**config.mk**
```make
export PLATFORM = sky130hd
export DESIGN_NAME = pxs_register_bank
export DESIGN_NICKNAME = d
export VERILOG_FILES = /design/src/pxs_pkg.sv /design/src/pxs_register_bank.sv
export SDC_FILE = /design/constraint.sdc
export NUM_CORES = 1
export LEC_CHECK = 0
export ABC_AREA = 1
export BUFFER_PORTS_ARGS = -buffer_cell sky130_fd_sc_hd__buf_2
export CAP_MARGIN = 25
export CORE_MARGIN = 10
export CORE_UTILIZATION = 57
export DETAILED_ROUTE_END_ITERATION = 10
export PLACE_DENSITY = 0.92
export SYNTH_ARGS = -nofsm -noshare
export SYNTH_HDL_FRONTEND = slang
export SYNTH_SLANG_ARGS = --single-unit
```
**constraint.sdc**
```tcl
create_clock -name sys_clk -period 6.05 [get_ports sys_clk]
set_clock_uncertainty 0.05 [all_clocks]
set_input_delay 0.3025 -clock sys_clk [delete_from_list [all_inputs] [get_ports sys_clk]]
set_output_delay 0.3025 -clock sys_clk [all_outputs]
set_load 0.01 [all_outputs]
```
**src/pxs_pkg.sv**
```systemverilog
`default_nettype none
package pxs_pkg;
   // command codes of the word-wide register bank
   localparam logic [7:0] CMD_RSVD_A = 8'h00;
   localparam logic [7:0] CMD_RSVD_B = 8'h01;
   localparam logic [7:0] CMD_RSVD_C = 8'h02;
   localparam logic [7:0] CMD_CONF_A = 8'h03;
   localparam logic [7:0] CMD_CONF_B = 8'h04;
   localparam logic [7:0] CMD_CANCEL = 8'h05;
   localparam logic [7:0] CMD_TH_LOW = 8'h06;
   localparam logic [7:0] CMD_TH_HIGH = 8'h07;
   localparam logic [7:0] CMD_RESULT_ONE = 8'h08;
   localparam logic [7:0] CMD_RESULT_TWO = 8'h09;
   localparam logic [7:0] CMD_RESULT_THREE = 8'h0a;
   localparam logic [7:0] CMD_RSVD_D = 8'h0b;
   localparam logic [7:0] CMD_RSVD_E = 8'h0c;
   localparam logic [7:0] CMD_FLAGS = 8'h0d;
   localparam logic [7:0] CMD_IDENTITY = 8'h0e;
   // reset values
   localparam logic [7:0] RST_RSVD_A_LOW = 8'h01;
   localparam logic [7:0] RST_RSVD_A_HIGH = 8'h01;
   localparam logic [7:0] RST_RSVD = 8'h00;
   localparam logic [7:0] RST_CONFIG_ONE = 8'h01;
   localparam logic [7:0] RST_CONFIG_TWO = 8'h00;
   localparam logic [7:0] RST_CONFIG_THREE = 8'h00;
   localparam logic [7:0] RST_EMIT_CUR = 8'h00;
   localparam logic [15:0] RST_WORD = 16'h0000;
   localparam logic [7:0] RST_FLAGS = 8'h00;
   localparam logic [7:0] RST_IDENTITY_HIGH = 8'h00;
   // field positions and bus constants
   localparam int SHUTDOWN_BIT = 0;
   localparam logic [6:0] BUS_ADDR = 7'h41;
   localparam logic [3:0] BITS_PER_BYTE = 4'h8;
   localparam logic [1:0] PHASE_CMD = 2'h0;
   localparam logic [1:0] PHASE_LOW = 2'h1;
   localparam logic [1:0] PHASE_HIGH = 2'h2;
   localparam logic [1:0] PHASE_DONE = 2'h3;

   typedef enum logic [2:0] {
      ST_IDLE, ST_ADDR, ST_ADDR_ACK, ST_RX, ST_RX_ACK, ST_TX, ST_TX_ACK
   } pxs_state_type;

   // writable configuration, handed to the measurement engine
   typedef struct packed {
      logic [7:0] senseConfigOne;
      logic [7:0] senseConfigTwo;
      logic [7:0] senseConfigThree;
      logic [7:0] emitterCurrentSelect;
      logic [15:0] cancelLevel;
      logic [15:0] lowThreshold;
      logic [15:0] highThreshold;
   } pxs_config_type;

   // measurement results from the engine
   typedef struct packed {
      logic [15:0] resultOne;
      logic [15:0] resultTwo;
      logic [15:0] resultThree;
   } pxs_result_type;
endpackage
`default_nettype wire

```
**src/pxs_register_bank.sv**
```systemverilog
`default_nettype none
module pxs_register_bank #(
   parameter logic [6:0] DEV_ADDR = pxs_pkg::BUS_ADDR,
   parameter logic [7:0] ID_LOW = 8'h5a // arbitrary identity value
) (
   input wire logic sys_clk,
   input wire logic rst_n,
   input wire logic sclIn,
   input wire logic sdaIn,
   output logic sdaOut,
   output logic sdaOe,
   input wire pxs_pkg::pxs_result_type results,
   input wire logic [7:0] flagSet,
   output pxs_pkg::pxs_config_type sensorConfig,
   output logic sensorShutdown,
   output logic intPending
);
   import pxs_pkg::*;

   // refuse reserved bus addresses
   if (DEV_ADDR < 7'h08 || DEV_ADDR > 7'h77) begin : gAddrCheck
      $error("bus address falls in a reserved range");
   end

   typedef struct packed {
      logic [2:0] sclSync;
      logic [2:0] sdaSync;
      logic scl;
      logic sda;
      pxs_state_type state;
      logic [3:0] bitCnt;
      logic [7:0] shift;
      logic [7:0] rdHigh;
      logic isRead;
      logic txHigh;
      logic acked;
      logic [1:0] phase;
      logic [7:0] cmd;
      logic [7:0] lowHold;
      logic oe;
      pxs_config_type cfg;
      logic [7:0] flags;
   } pxs_regs_type;

   pxs_regs_type st;
   pxs_regs_type next_st;
   logic [1:0] rstSync;
   logic rstQ;
   logic sclRise, sclFall, startSeen, stopSeen;
   logic commit, flagClear;
   logic [15:0] rdWord;

   // reset released through two flops so every flop of st leaves reset together
   always_ff @(posedge sys_clk or negedge rst_n) begin
      if (!rst_n) begin
         rstSync <= 2'h0;
      end else begin
         rstSync <= {rstSync[0], 1'b1};
      end
   end
   assign rstQ = rstSync[1];

   // edges count only once stages two and three agree
   assign sclRise = (st.sclSync[1] == st.sclSync[2]) && st.sclSync[2] && !st.scl;
   assign sclFall = (st.sclSync[1] == st.sclSync[2]) && !st.sclSync[2] && st.scl;
   assign startSeen = st.scl && (st.sdaSync[1] == st.sdaSync[2]) && !st.sdaSync[2] && st.sda;
   assign stopSeen = st.scl && (st.sdaSync[1] == st.sdaSync[2]) && st.sdaSync[2] && !st.sda;

   // read word for the current command; unmapped codes read zero
   always_comb begin
      case (st.cmd)
         CMD_RSVD_A: rdWord = {RST_RSVD_A_HIGH, RST_RSVD_A_LOW};
         CMD_CONF_A: rdWord = {st.cfg.senseConfigTwo, st.cfg.senseConfigOne};
         CMD_CONF_B: rdWord = {st.cfg.emitterCurrentSelect, st.cfg.senseConfigThree};
         CMD_CANCEL: rdWord = st.cfg.cancelLevel;
         CMD_TH_LOW: rdWord = st.cfg.lowThreshold;
         CMD_TH_HIGH: rdWord = st.cfg.highThreshold;
         CMD_RESULT_ONE: rdWord = results.resultOne;
         CMD_RESULT_TWO: rdWord = results.resultTwo;
         CMD_RESULT_THREE: rdWord = results.resultThree;
         CMD_FLAGS: rdWord = {st.flags, RST_RSVD};
         CMD_IDENTITY: rdWord = {RST_IDENTITY_HIGH, ID_LOW};
         default: rdWord = {RST_RSVD, RST_RSVD};
      endcase
   end

   // bus engine and register bank
   always_comb begin
      next_st = st;
      commit = 1'b0;
      flagClear = 1'b0;
      next_st.sclSync = {st.sclSync[1:0], sclIn};
      next_st.sdaSync = {st.sdaSync[1:0], sdaIn};
      if (st.sclSync[1] == st.sclSync[2]) next_st.scl = st.sclSync[2];
      if (st.sdaSync[1] == st.sdaSync[2]) next_st.sda = st.sdaSync[2];
      case (st.state)
         ST_ADDR, ST_RX: begin
            if (sclRise && st.bitCnt < BITS_PER_BYTE) begin
               next_st.shift = {st.shift[6:0], st.sda};
               next_st.bitCnt = st.bitCnt + 4'h1;
            end else if (sclFall && st.bitCnt == BITS_PER_BYTE) begin
               if (st.state == ST_ADDR) begin
                  // acknowledge only our own address
                  if (st.shift[7:1] == DEV_ADDR) begin
                     next_st.state = ST_ADDR_ACK;
                     next_st.isRead = st.shift[0];
                     next_st.oe = 1'b1;
                  end else begin
                     next_st.state = ST_IDLE;
                  end
               end else begin
                  // command, then low byte, then high byte
                  case (st.phase)
                     PHASE_CMD: next_st.cmd = st.shift;
                     PHASE_LOW: next_st.lowHold = st.shift;
                     PHASE_HIGH: commit = 1'b1;
                     default: ;
                  endcase
                  if (st.phase == PHASE_DONE) begin
                     next_st.state = ST_IDLE; // surplus byte is refused
                  end else begin
                     next_st.state = ST_RX_ACK;
                     next_st.oe = 1'b1;
                     next_st.phase = st.phase + 2'h1;
                  end
               end
            end
         end
         ST_ADDR_ACK: begin
            if (sclFall) begin
               next_st.bitCnt = 4'h0;
               if (st.isRead) begin
                  // whole word captured at once so low and high stay coherent
                  next_st.shift = rdWord[7:0];
                  next_st.rdHigh = rdWord[15:8];
                  next_st.txHigh = 1'b0;
                  next_st.oe = !rdWord[7];
                  next_st.state = ST_TX;
                  flagClear = (st.cmd == CMD_FLAGS);
               end else begin
                  next_st.oe = 1'b0;
                  next_st.phase = PHASE_CMD;
                  next_st.state = ST_RX;
               end
            end
         end
         ST_RX_ACK: begin
            if (sclFall) begin
               next_st.oe = 1'b0;
               next_st.bitCnt = 4'h0;
               next_st.state = ST_RX;
            end
         end
         ST_TX: begin
            if (sclRise) begin
               next_st.bitCnt = st.bitCnt + 4'h1;
            end else if (sclFall) begin
               if (st.bitCnt == BITS_PER_BYTE) begin
                  next_st.oe = 1'b0;
                  next_st.state = ST_TX_ACK;
               end else begin
                  next_st.shift = {st.shift[6:0], 1'b0};
                  next_st.oe = !st.shift[6];
               end
            end
         end
         ST_TX_ACK: begin
            if (sclRise) begin
               next_st.acked = !st.sda;
            end else if (sclFall) begin
               // high byte follows an acked low byte; anything else ends it
               if (st.acked && !st.txHigh) begin
                  next_st.shift = st.rdHigh;
                  next_st.txHigh = 1'b1;
                  next_st.oe = !st.rdHigh[7];
                  next_st.bitCnt = 4'h0;
                  next_st.state = ST_TX;
               end else begin
                  next_st.state = ST_IDLE;
               end
            end
         end
         ST_IDLE: ;
         default: next_st.state = ST_IDLE;
      endcase
      // start and stop override any byte in progress
      if (startSeen) begin
         next_st.state = ST_ADDR;
         next_st.bitCnt = 4'h0;
         next_st.oe = 1'b0;
      end else if (stopSeen) begin
         next_st.state = ST_IDLE;
         next_st.oe = 1'b0;
      end
      // a word lands whole; read-only codes drop it
      if (commit) begin
         case (st.cmd)
            CMD_CONF_A: begin
               next_st.cfg.senseConfigOne = st.lowHold;
               next_st.cfg.senseConfigTwo = st.shift;
            end
            CMD_CONF_B: begin
               next_st.cfg.senseConfigThree = st.lowHold;
               next_st.cfg.emitterCurrentSelect = st.shift;
            end
            CMD_CANCEL: next_st.cfg.cancelLevel = {st.shift, st.lowHold};
            CMD_TH_LOW: next_st.cfg.lowThreshold = {st.shift, st.lowHold};
            CMD_TH_HIGH: next_st.cfg.highThreshold = {st.shift, st.lowHold};
            default: ;
         endcase
      end
      // new events win over the read that clears
      next_st.flags = (flagClear ? RST_FLAGS : st.flags) | flagSet;
   end

   // single register stage; reset values are constants only
   always_ff @(posedge sys_clk or negedge rstQ) begin
      if (!rstQ) begin
         st <= '0;
         st.sclSync <= 3'h7;
         st.sdaSync <= 3'h7;
         st.scl <= 1'b1;
         st.sda <= 1'b1;
         st.state <= ST_IDLE;
         st.cfg.senseConfigOne <= RST_CONFIG_ONE;
         st.cfg.senseConfigTwo <= RST_CONFIG_TWO;
         st.cfg.senseConfigThree <= RST_CONFIG_THREE;
         st.cfg.emitterCurrentSelect <= RST_EMIT_CUR;
         st.cfg.cancelLevel <= RST_WORD;
         st.cfg.lowThreshold <= RST_WORD;
         st.cfg.highThreshold <= RST_WORD;
         st.flags <= RST_FLAGS;
      end else begin
         st <= next_st;
      end
   end

   // outputs; the line is only ever pulled low
   assign sdaOut = 1'b0;
   assign sdaOe = st.oe;
   assign sensorConfig = st.cfg;
   assign sensorShutdown = st.cfg.senseConfigOne[SHUTDOWN_BIT];
   assign intPending = |st.flags;

   // checks
   conf_one_a: assert property (@(posedge sys_clk) disable iff (!rstQ)
      $changed(st.cfg.senseConfigOne) |-> $past(commit) && $past(st.cmd) == CMD_CONF_A)
      else $error("config one changed without a word write");
   conf_two_a: assert property (@(posedge sys_clk) disable iff (!rstQ)
      commit && st.cmd == CMD_CONF_A |=> st.cfg.senseConfigTwo == $past(st.shift))
      else $error("config two not taken from high byte");
   conf_three_a: assert property (@(posedge sys_clk) disable iff (!rstQ)
      commit && st.cmd == CMD_CONF_B |=> st.cfg.senseConfigThree == $past(st.lowHold)
      && st.cfg.emitterCurrentSelect == $past(st.shift))
      else $error("config three or emitter current wrong");
   cancel_word_a: assert property (@(posedge sys_clk) disable iff (!rstQ)
      $changed(st.cfg.cancelLevel) |-> $past(commit) && $past(st.cmd) == CMD_CANCEL)
      else $error("cancellation level changed unexpectedly");
   low_thresh_a: assert property (@(posedge sys_clk) disable iff (!rstQ)
      commit && st.cmd == CMD_TH_LOW |=> st.cfg.lowThreshold[7:0] == $past(st.lowHold)
      && st.cfg.lowThreshold[15:8] == $past(st.shift))
      else $error("low threshold byte order wrong");
   high_thresh_a: assert property (@(posedge sys_clk) disable iff (!rstQ)
      commit && st.cmd == CMD_TH_HIGH
      |=> st.cfg.highThreshold == {$past(st.shift), $past(st.lowHold)})
      else $error("high threshold byte order wrong");
   addr_match_a: assert property (@(posedge sys_clk) disable iff (!rstQ)
      $rose(st.state == ST_ADDR_ACK) |-> st.shift[7:1] == DEV_ADDR && st.oe)
      else $error("acknowledged a foreign address");
   word_order_a: assert property (@(posedge sys_clk) disable iff (!rstQ)
      commit |-> !st.isRead && st.phase == PHASE_HIGH ##1 st.state == ST_RX_ACK)
      else $error("word committed out of sequence");
   flag_clear_a: assert property (@(posedge sys_clk) disable iff (!rstQ)
      flagClear |=> st.flags == $past(flagSet))
      else $error("flag read did not clear or lost an event");
   // before the first clock the reset copy is unknown, so compare only on change
   shutdown_pin_a: assert property (@(posedge sys_clk) disable iff (!rstQ)
      $changed(sensorShutdown) |-> $past(commit) && $past(st.cmd) == CMD_CONF_A
      && sensorShutdown == $past(st.lowHold[0]))
      else $error("shutdown output changed without a config write");
   pending_out_a: assert property (@(posedge sys_clk) disable iff (!rstQ)
      $rose(intPending) |-> $past(flagSet) != 8'h00)
      else $error("pending raised without a flag event");
   ro_ignore_a: assert property (@(posedge sys_clk) disable iff (!rstQ)
      commit && st.cmd >= CMD_RESULT_ONE |=> $stable(st.cfg))
      else $error("read-only write altered configuration");
   write_cov: cover property (@(posedge sys_clk) disable iff (!rstQ)
      commit && st.cmd == CMD_TH_HIGH);
   flag_read_cov: cover property (@(posedge sys_clk) disable iff (!rstQ)
      flagClear && st.flags != 8'h00);
   high_byte_cov: cover property (@(posedge sys_clk) disable iff (!rstQ)
      st.state == ST_TX_ACK && st.acked && !st.txHigh ##1 st.txHigh);
endmodule // pxs_register_bank
`default_nettype wire

```
* Word-level counts from Yosys, hierarchy flattened
Index checks and enable logic that the tools add are counted.
Widths: inputs -> output; s select.
** Word-level totals
- Output and inout bits :: 84
- Register bits :: 143
- Word-level logic and storage cells :: 200
- Input port bits :: 60
** Operators by class
- Bitwise operators :: 3
- Reductions and logical operators :: 46
- Magnitude comparators :: 1
- Equality and inequality tests :: 57
- Muxes and demuxes :: 67
- Add/subtract/negate cells :: 2
** Operators by type and width (count)
- $pmux 16 s11 :: 1
- $mux 8 :: 6
- $eq 8x4->1 const B :: 5
- $ne 4x4->1 const B :: 10
- $mux 19 :: 2
- $mux 3 :: 11
- $eq 8x3->1 const B :: 4
- $pmux 8 s4 :: 1
- $mux 15 :: 2
- $ne 2x2->1 const B :: 14
- $mux 1 :: 27
- $mux 12 :: 2
- $ne 3x3->1 const B :: 8
- $mux 23 :: 1
- $pmux 4 s5 :: 1
- $reduce_and 10->1 :: 2
- $mux 18 :: 1
- $pmux 3 s6 :: 1
- $mux 16 :: 1
- $reduce_and 5->1 :: 3
- $logic_and 1x1->1 :: 12
- $reduce_and 12->1 :: 1
- $reduce_and 2->1 :: 6
- $ne 5x5->1 const B :: 2
- other kinds (34) :: 52

* Longest topological paths before layout
- Word-level depth :: 9
- Mapped depth :: 13
- Mapped depth without buffers :: 11

* Worst setup path before layout
OpenSTA, ideal clock, no wires.
- Path type :: register to register
- From :: reg st[140] in the netlist's numbering
- To :: reg st[102] in the netlist's numbering
- Required time :: 5.924 ns
- Buffers on the path :: 1
- Stages on the path, launching flop included :: 13
- Setup time :: 0.076 ns
- Path slack :: 4.261 ns
- Arrival time :: 1.662 ns
- Period minus slack after synthesis :: 1.789 ns
- Cell sequence :: dfstp_2 -> inv_1 -> ha_1 -> nand2_1 -> nor2_2 -> inv_2 -> nor2_2 -> nand2_2 -> inv_2 -> nand2_1 -> buf_2 -> nand2_1 -> o21ai_1
** Between the ends
- Cells in the longest elaborated chain, start to end :: 6
- Elaborated cells on any way between the ends :: 10
- Classes of those cells :: eq/ne (1); bitwise (1); reduce/logical (8)
** Ends and longest elaborated chain
- from (decl) :: line pxs_register_bank.sv:45 : pxs_regs_type st;
- from (signal assigned) :: line pxs_register_bank.sv:234 : st <= next_st;
- $eq 1x1->1 :: line pxs_register_bank.sv:64, pxs_register_bank.sv:65
- $logic_and 1x1->1 (2 in a row) :: line pxs_register_bank.sv:64 : assign sclRise = (st.sclSync[1] == st.sclSync[2]) && st.sclSync[2] && !st.scl;
- $logic_and 1x1->1 :: line pxs_register_bank.sv:98 : if (sclRise && st.bitCnt < BITS_PER_BYTE) begin
- $not 1->1 (no source line)
- $reduce_and 5->1 (no source line) *
Every way passes the cells marked *; elsewhere a longest branch is shown, timed or not.
A chain may end at the register's enable or synchronous reset.

* Final worst setup path
- From :: reg st[102] in the netlist's numbering
- To :: reg st, in the netlist sensorConfig[7]
** Between the ends
- Cells in the longest elaborated chain, start to end :: 2
** Ends and longest elaborated chain
- $eq 8x3->1 :: line pxs_register_bank.sv:197 : case (st.cmd)
- $reduce_and 2->1 (no source line)
Every way passes these cells.

==> out/metrics.yaml <==
yosys:
  netlist_area_um2: 8050
  syn_nets: 1090
  synth.distinct_cells: 42
  syn_inst: 1022
  synth_seq_cells: 143
  syn_avg_cell_area_um2: 7.87
  synthFlopType: "dfrtp_1"
  ys_seq_area_frac: 0.446
  synth-edff-count: 0
  async_flop_share: 1.00
  yosysWarningCount: 0
sta:
  worstMarginPinSlew_ns: 1.06
  fin_setup_tns_ns: 0
  finalCritPeriodShare: 0.533
  slew_headroom: 0.289
  max_freq_ghz: 0.310
  finalMaxSlewViolations: 0
  hold-worst-slack_ns: 0.00553
  final-setup-viol-count: 0
  rsz0062_at_grt: "false"
  period_needed_ns: 3.23
  finalHoldViolCount: 0
final_layout:
  stdcell_count: 1262
  syn_to_final_growth_pct: 10.7
  drive_gt1_frac: 0.227
  nFillCells: 1119
  antennaDiodeCount: 0
  finalInstanceArea_um2: 8910
  nNetsFinal: 1137
clocking:
  clock-sinks: 143
  clkSlewWorstSetupHoldPaths_ns: 0.06
  clk_path_buf_depth: 2
  htree_levels: 4
  cts_made_buffers: 17
  cts_root_buf: "clkbuf_16"
  cts_tree: "done"
  cts_setup_buffers: 0
  clk_latency_ns: 0.44
floorplanning:
  start_util: 0.580
  die_h_um: 139
  die-area_um2: 19300
  design.core.area_um2: 13900
  ios: 144
  rows: 43
  die_w_um: 139
outcome:
  status: "finished, final reports clean"
power_and_ir_drop:
  p_leak_nw: 4.78
  peakVddDrop_uv: 202
  power_density_nw_per_um2: 316
route:
  vias: 7406
  dr.pass1.iters: 7
  viasPerCell: 5.87
  ant_nets: 0
  drc: 0
  drtIter0Drc: 990
  wl_per_cell_um: 19.3
  wl_um: 24300
setup_path:
  slowest_stage: "nor2_4"
  worst-path-buf-inv: 3
  crit_type: "register to register"
  end_kind: "register"
  path_delay_family: "simple AND/OR/NAND/NOR gates"
  crit_fanout: 41
  critical_path.max_stage_delay_ns: 0.66
  cp.required_ns: 6.28
  worstPathArrival_ns: 3.45
  cp_common_cell: "nand2_1"
  crit_path_start_kind: "register"
  cp_cell_sequence: "inv_1 -> nand2_1 -> nor2_4 -> buf_4 -> nand2_1 -> inv_2 -> nand2_1 -> nand2_1 -> o21ai_1"
placement:
  dpl_cell_area_um2: 8190
  numPortBuffers: 142
  dp_hpwl_um: 17200
  place.gp.congestion: 0.980
  placedCellCount: 1225
global_routing:
  grt_pass1_wl_um: 38300
  antenna_found_initial: 0
  grt-ovfl-total: 0
  grt_pass1_vias: 6996
  grtUsageTotal: 0.245
  grt_start_max_net_pins: 59
hold_path:
  min_path_type: "input pin to register"
flow_run:
  max_cap_viol_count: 0
[Yosys cell counts (2+ instances only)]
cell / n / area share
a221oi_1: 6 / 0.0065
o21ai_0: 28 / 0.017
nand2_1: 252 / 0.12
buf_6: 2 / 0.0028
nor2_1: 52 / 0.024
ha_1: 8 / 0.012
o211ai_1: 5 / 0.0047
inv_2: 12 / 0.0056
conb_1: 2 / 0.00093
nand4_1: 6 / 0.0047
o21bai_1: 8 / 0.0075
nand3_2: 4 / 0.0050
buf_4: 84 / 0.078
o21ai_1: 82 / 0.051
dfrtp_1: 134 / 0.42
a21oi_1: 16 / 0.010
buf_2: 35 / 0.022
inv_1: 68 / 0.032
a31oi_1: 2 / 0.0016
nor2_4: 8 / 0.011
nand2_2: 8 / 0.0062
o21ai_2: 6 / 0.0065
dfstp_2: 9 / 0.029
nor2_2: 8 / 0.0062
nor4_1: 2 / 0.0016
a21oi_2: 5 / 0.0054
o31ai_1: 5 / 0.0047
nor3_1: 6 / 0.0037
nand3_1: 146 / 0.091
[flip-flops by register name, indices dropped and copies added (netlist names)]
name          cells
next_st           4
rstSync           2
sdaOe             1
sensorConfig     80
st               56
[through the flow]
| stage | setup slack, ns | utilization | power [mW] |
|---|---|---|---|
| global placement | 3.02 | 0.590 | 1.65 |
| finish | 2.82 | 0.642 | 2.82 |
| floorplan | 1.74 | - | 1.50 |
| CTS | 2.83 | 0.639 | 2.81 |
| detailed placement | 2.87 | 0.590 | 1.67 |
| global route | 2.55 | 0.642 | 2.93 |
[placed cells by master, fill, tap and decap left out, types with 2 or more instances in the layout]
| master | netlist | final |
|---|---|---|
| a21oi_1 | 16 | 16 |
| a21oi_2 | 5 | 5 |
| a221oi_1 | 6 | 6 |
| a31oi_1 | 2 | 2 |
| buf_2 | 35 | 142 |
| buf_4 | 84 | 4 |
| bufinv_16 | 0 | 4 |
| clkbuf_16 | 0 | 17 |
| clkbuf_8 | 0 | 5 |
| clkinv_2 | 1 | 5 |
| conb_1 | 2 | 2 |
| dfrtp_1 | 134 | 133 |
| dfstp_2 | 9 | 9 |
| dlygate4sd3_1 | 0 | 3 |
| ha_1 | 8 | 8 |
| inv_1 | 68 | 68 |
| inv_2 | 12 | 12 |
| nand2_1 | 252 | 252 |
| nand2_2 | 8 | 8 |
| nand3_1 | 146 | 146 |
| nand3_2 | 4 | 4 |
| nand4_1 | 6 | 6 |
| nor2_1 | 52 | 51 |
| nor2_2 | 8 | 8 |
| nor2_4 | 8 | 9 |
| nor3_1 | 6 | 6 |
| nor4_1 | 2 | 2 |
| o211ai_1 | 5 | 5 |
| o21ai_0 | 28 | 28 |
| o21ai_1 | 82 | 82 |
| o21ai_2 | 6 | 6 |
| o21bai_1 | 8 | 8 |
| o31ai_1 | 5 | 5 |
[logic make-up (layout without fill, tap and decap cells)]
kind of cell,count (synthesis),count (layout),share of synthesized area
DFF,143,143,0.446
xor gates and xnor gates,1,1,0.00109
and+or+nand+nor,497,497,0.278
other,2,2,0.000933
adders and majority gates,8,8,0.0124
AOI/OAI and AO/OA,167,167,0.120
buffers and inverters,204,264,0.142
[power breakdown]
part / internal [mW] / switching [mW] / total [mW] / leakage (nW)
Combinational: 0.168 / 0.421 / 0.590 / 2.85
Sequential: 1.02 / 0.0640 / 1.08 / 1.60
Clock: 0.742 / 0.410 / 1.15 / 0.322
Total: 1.93 / 0.895 / 2.82 / 4.78
[layout make-up]
type / instances / area, um^2 / share of cell area
Sequential cell: 143 / 3590 / 0.403
Multi-Input combinational cell: 675 / 3320 / 0.373
Timing Repair Buffer: 151 / 813 / 0.0913
Clock buffer: 22 / 494 / 0.0555
Inverter: 81 / 305 / 0.0343
Tap cell: 180 / 225 / 0.0253
Clock inverter: 10 / 156 / 0.0175
[layer usage]
layer | track usage | wire length (um) | up-vias
li1 | - | - | 3384
met1 | 0.307 | 9210 | 3445
met2 | 0.367 | 11100 | 511
met3 | 0.0949 | 3170 | 66
met4 | 0.106 | 855 | 0
met5 | 0 | 0 | -
[path summary, 6_finish.rpt]
path	from	to	slack, ns	depth (start not counted)
setup / recovery	st[102]	sensorConfig[7]	2.82	9
hold reg to reg	rstSync[1]	st[110]	0.27	0
setup reg to reg	st[102]	sensorConfig[7]	2.82	9
max in group asynchronous	rstSync[1]	sensorConfig[29]	4.54	1
min in group asynchronous	rst_n	rstSync[1]	0.12	2
hold / removal	flagSet[2]	st[2]	0.006	2
[what timing repair did]
action / in CTS / in global routing
hold buffers: 3 / 0
endpoints found under the hold margin: 4 / 0
resized for setup: 0 / 0
Note: power is estimated with default switching activity, not from simulation.
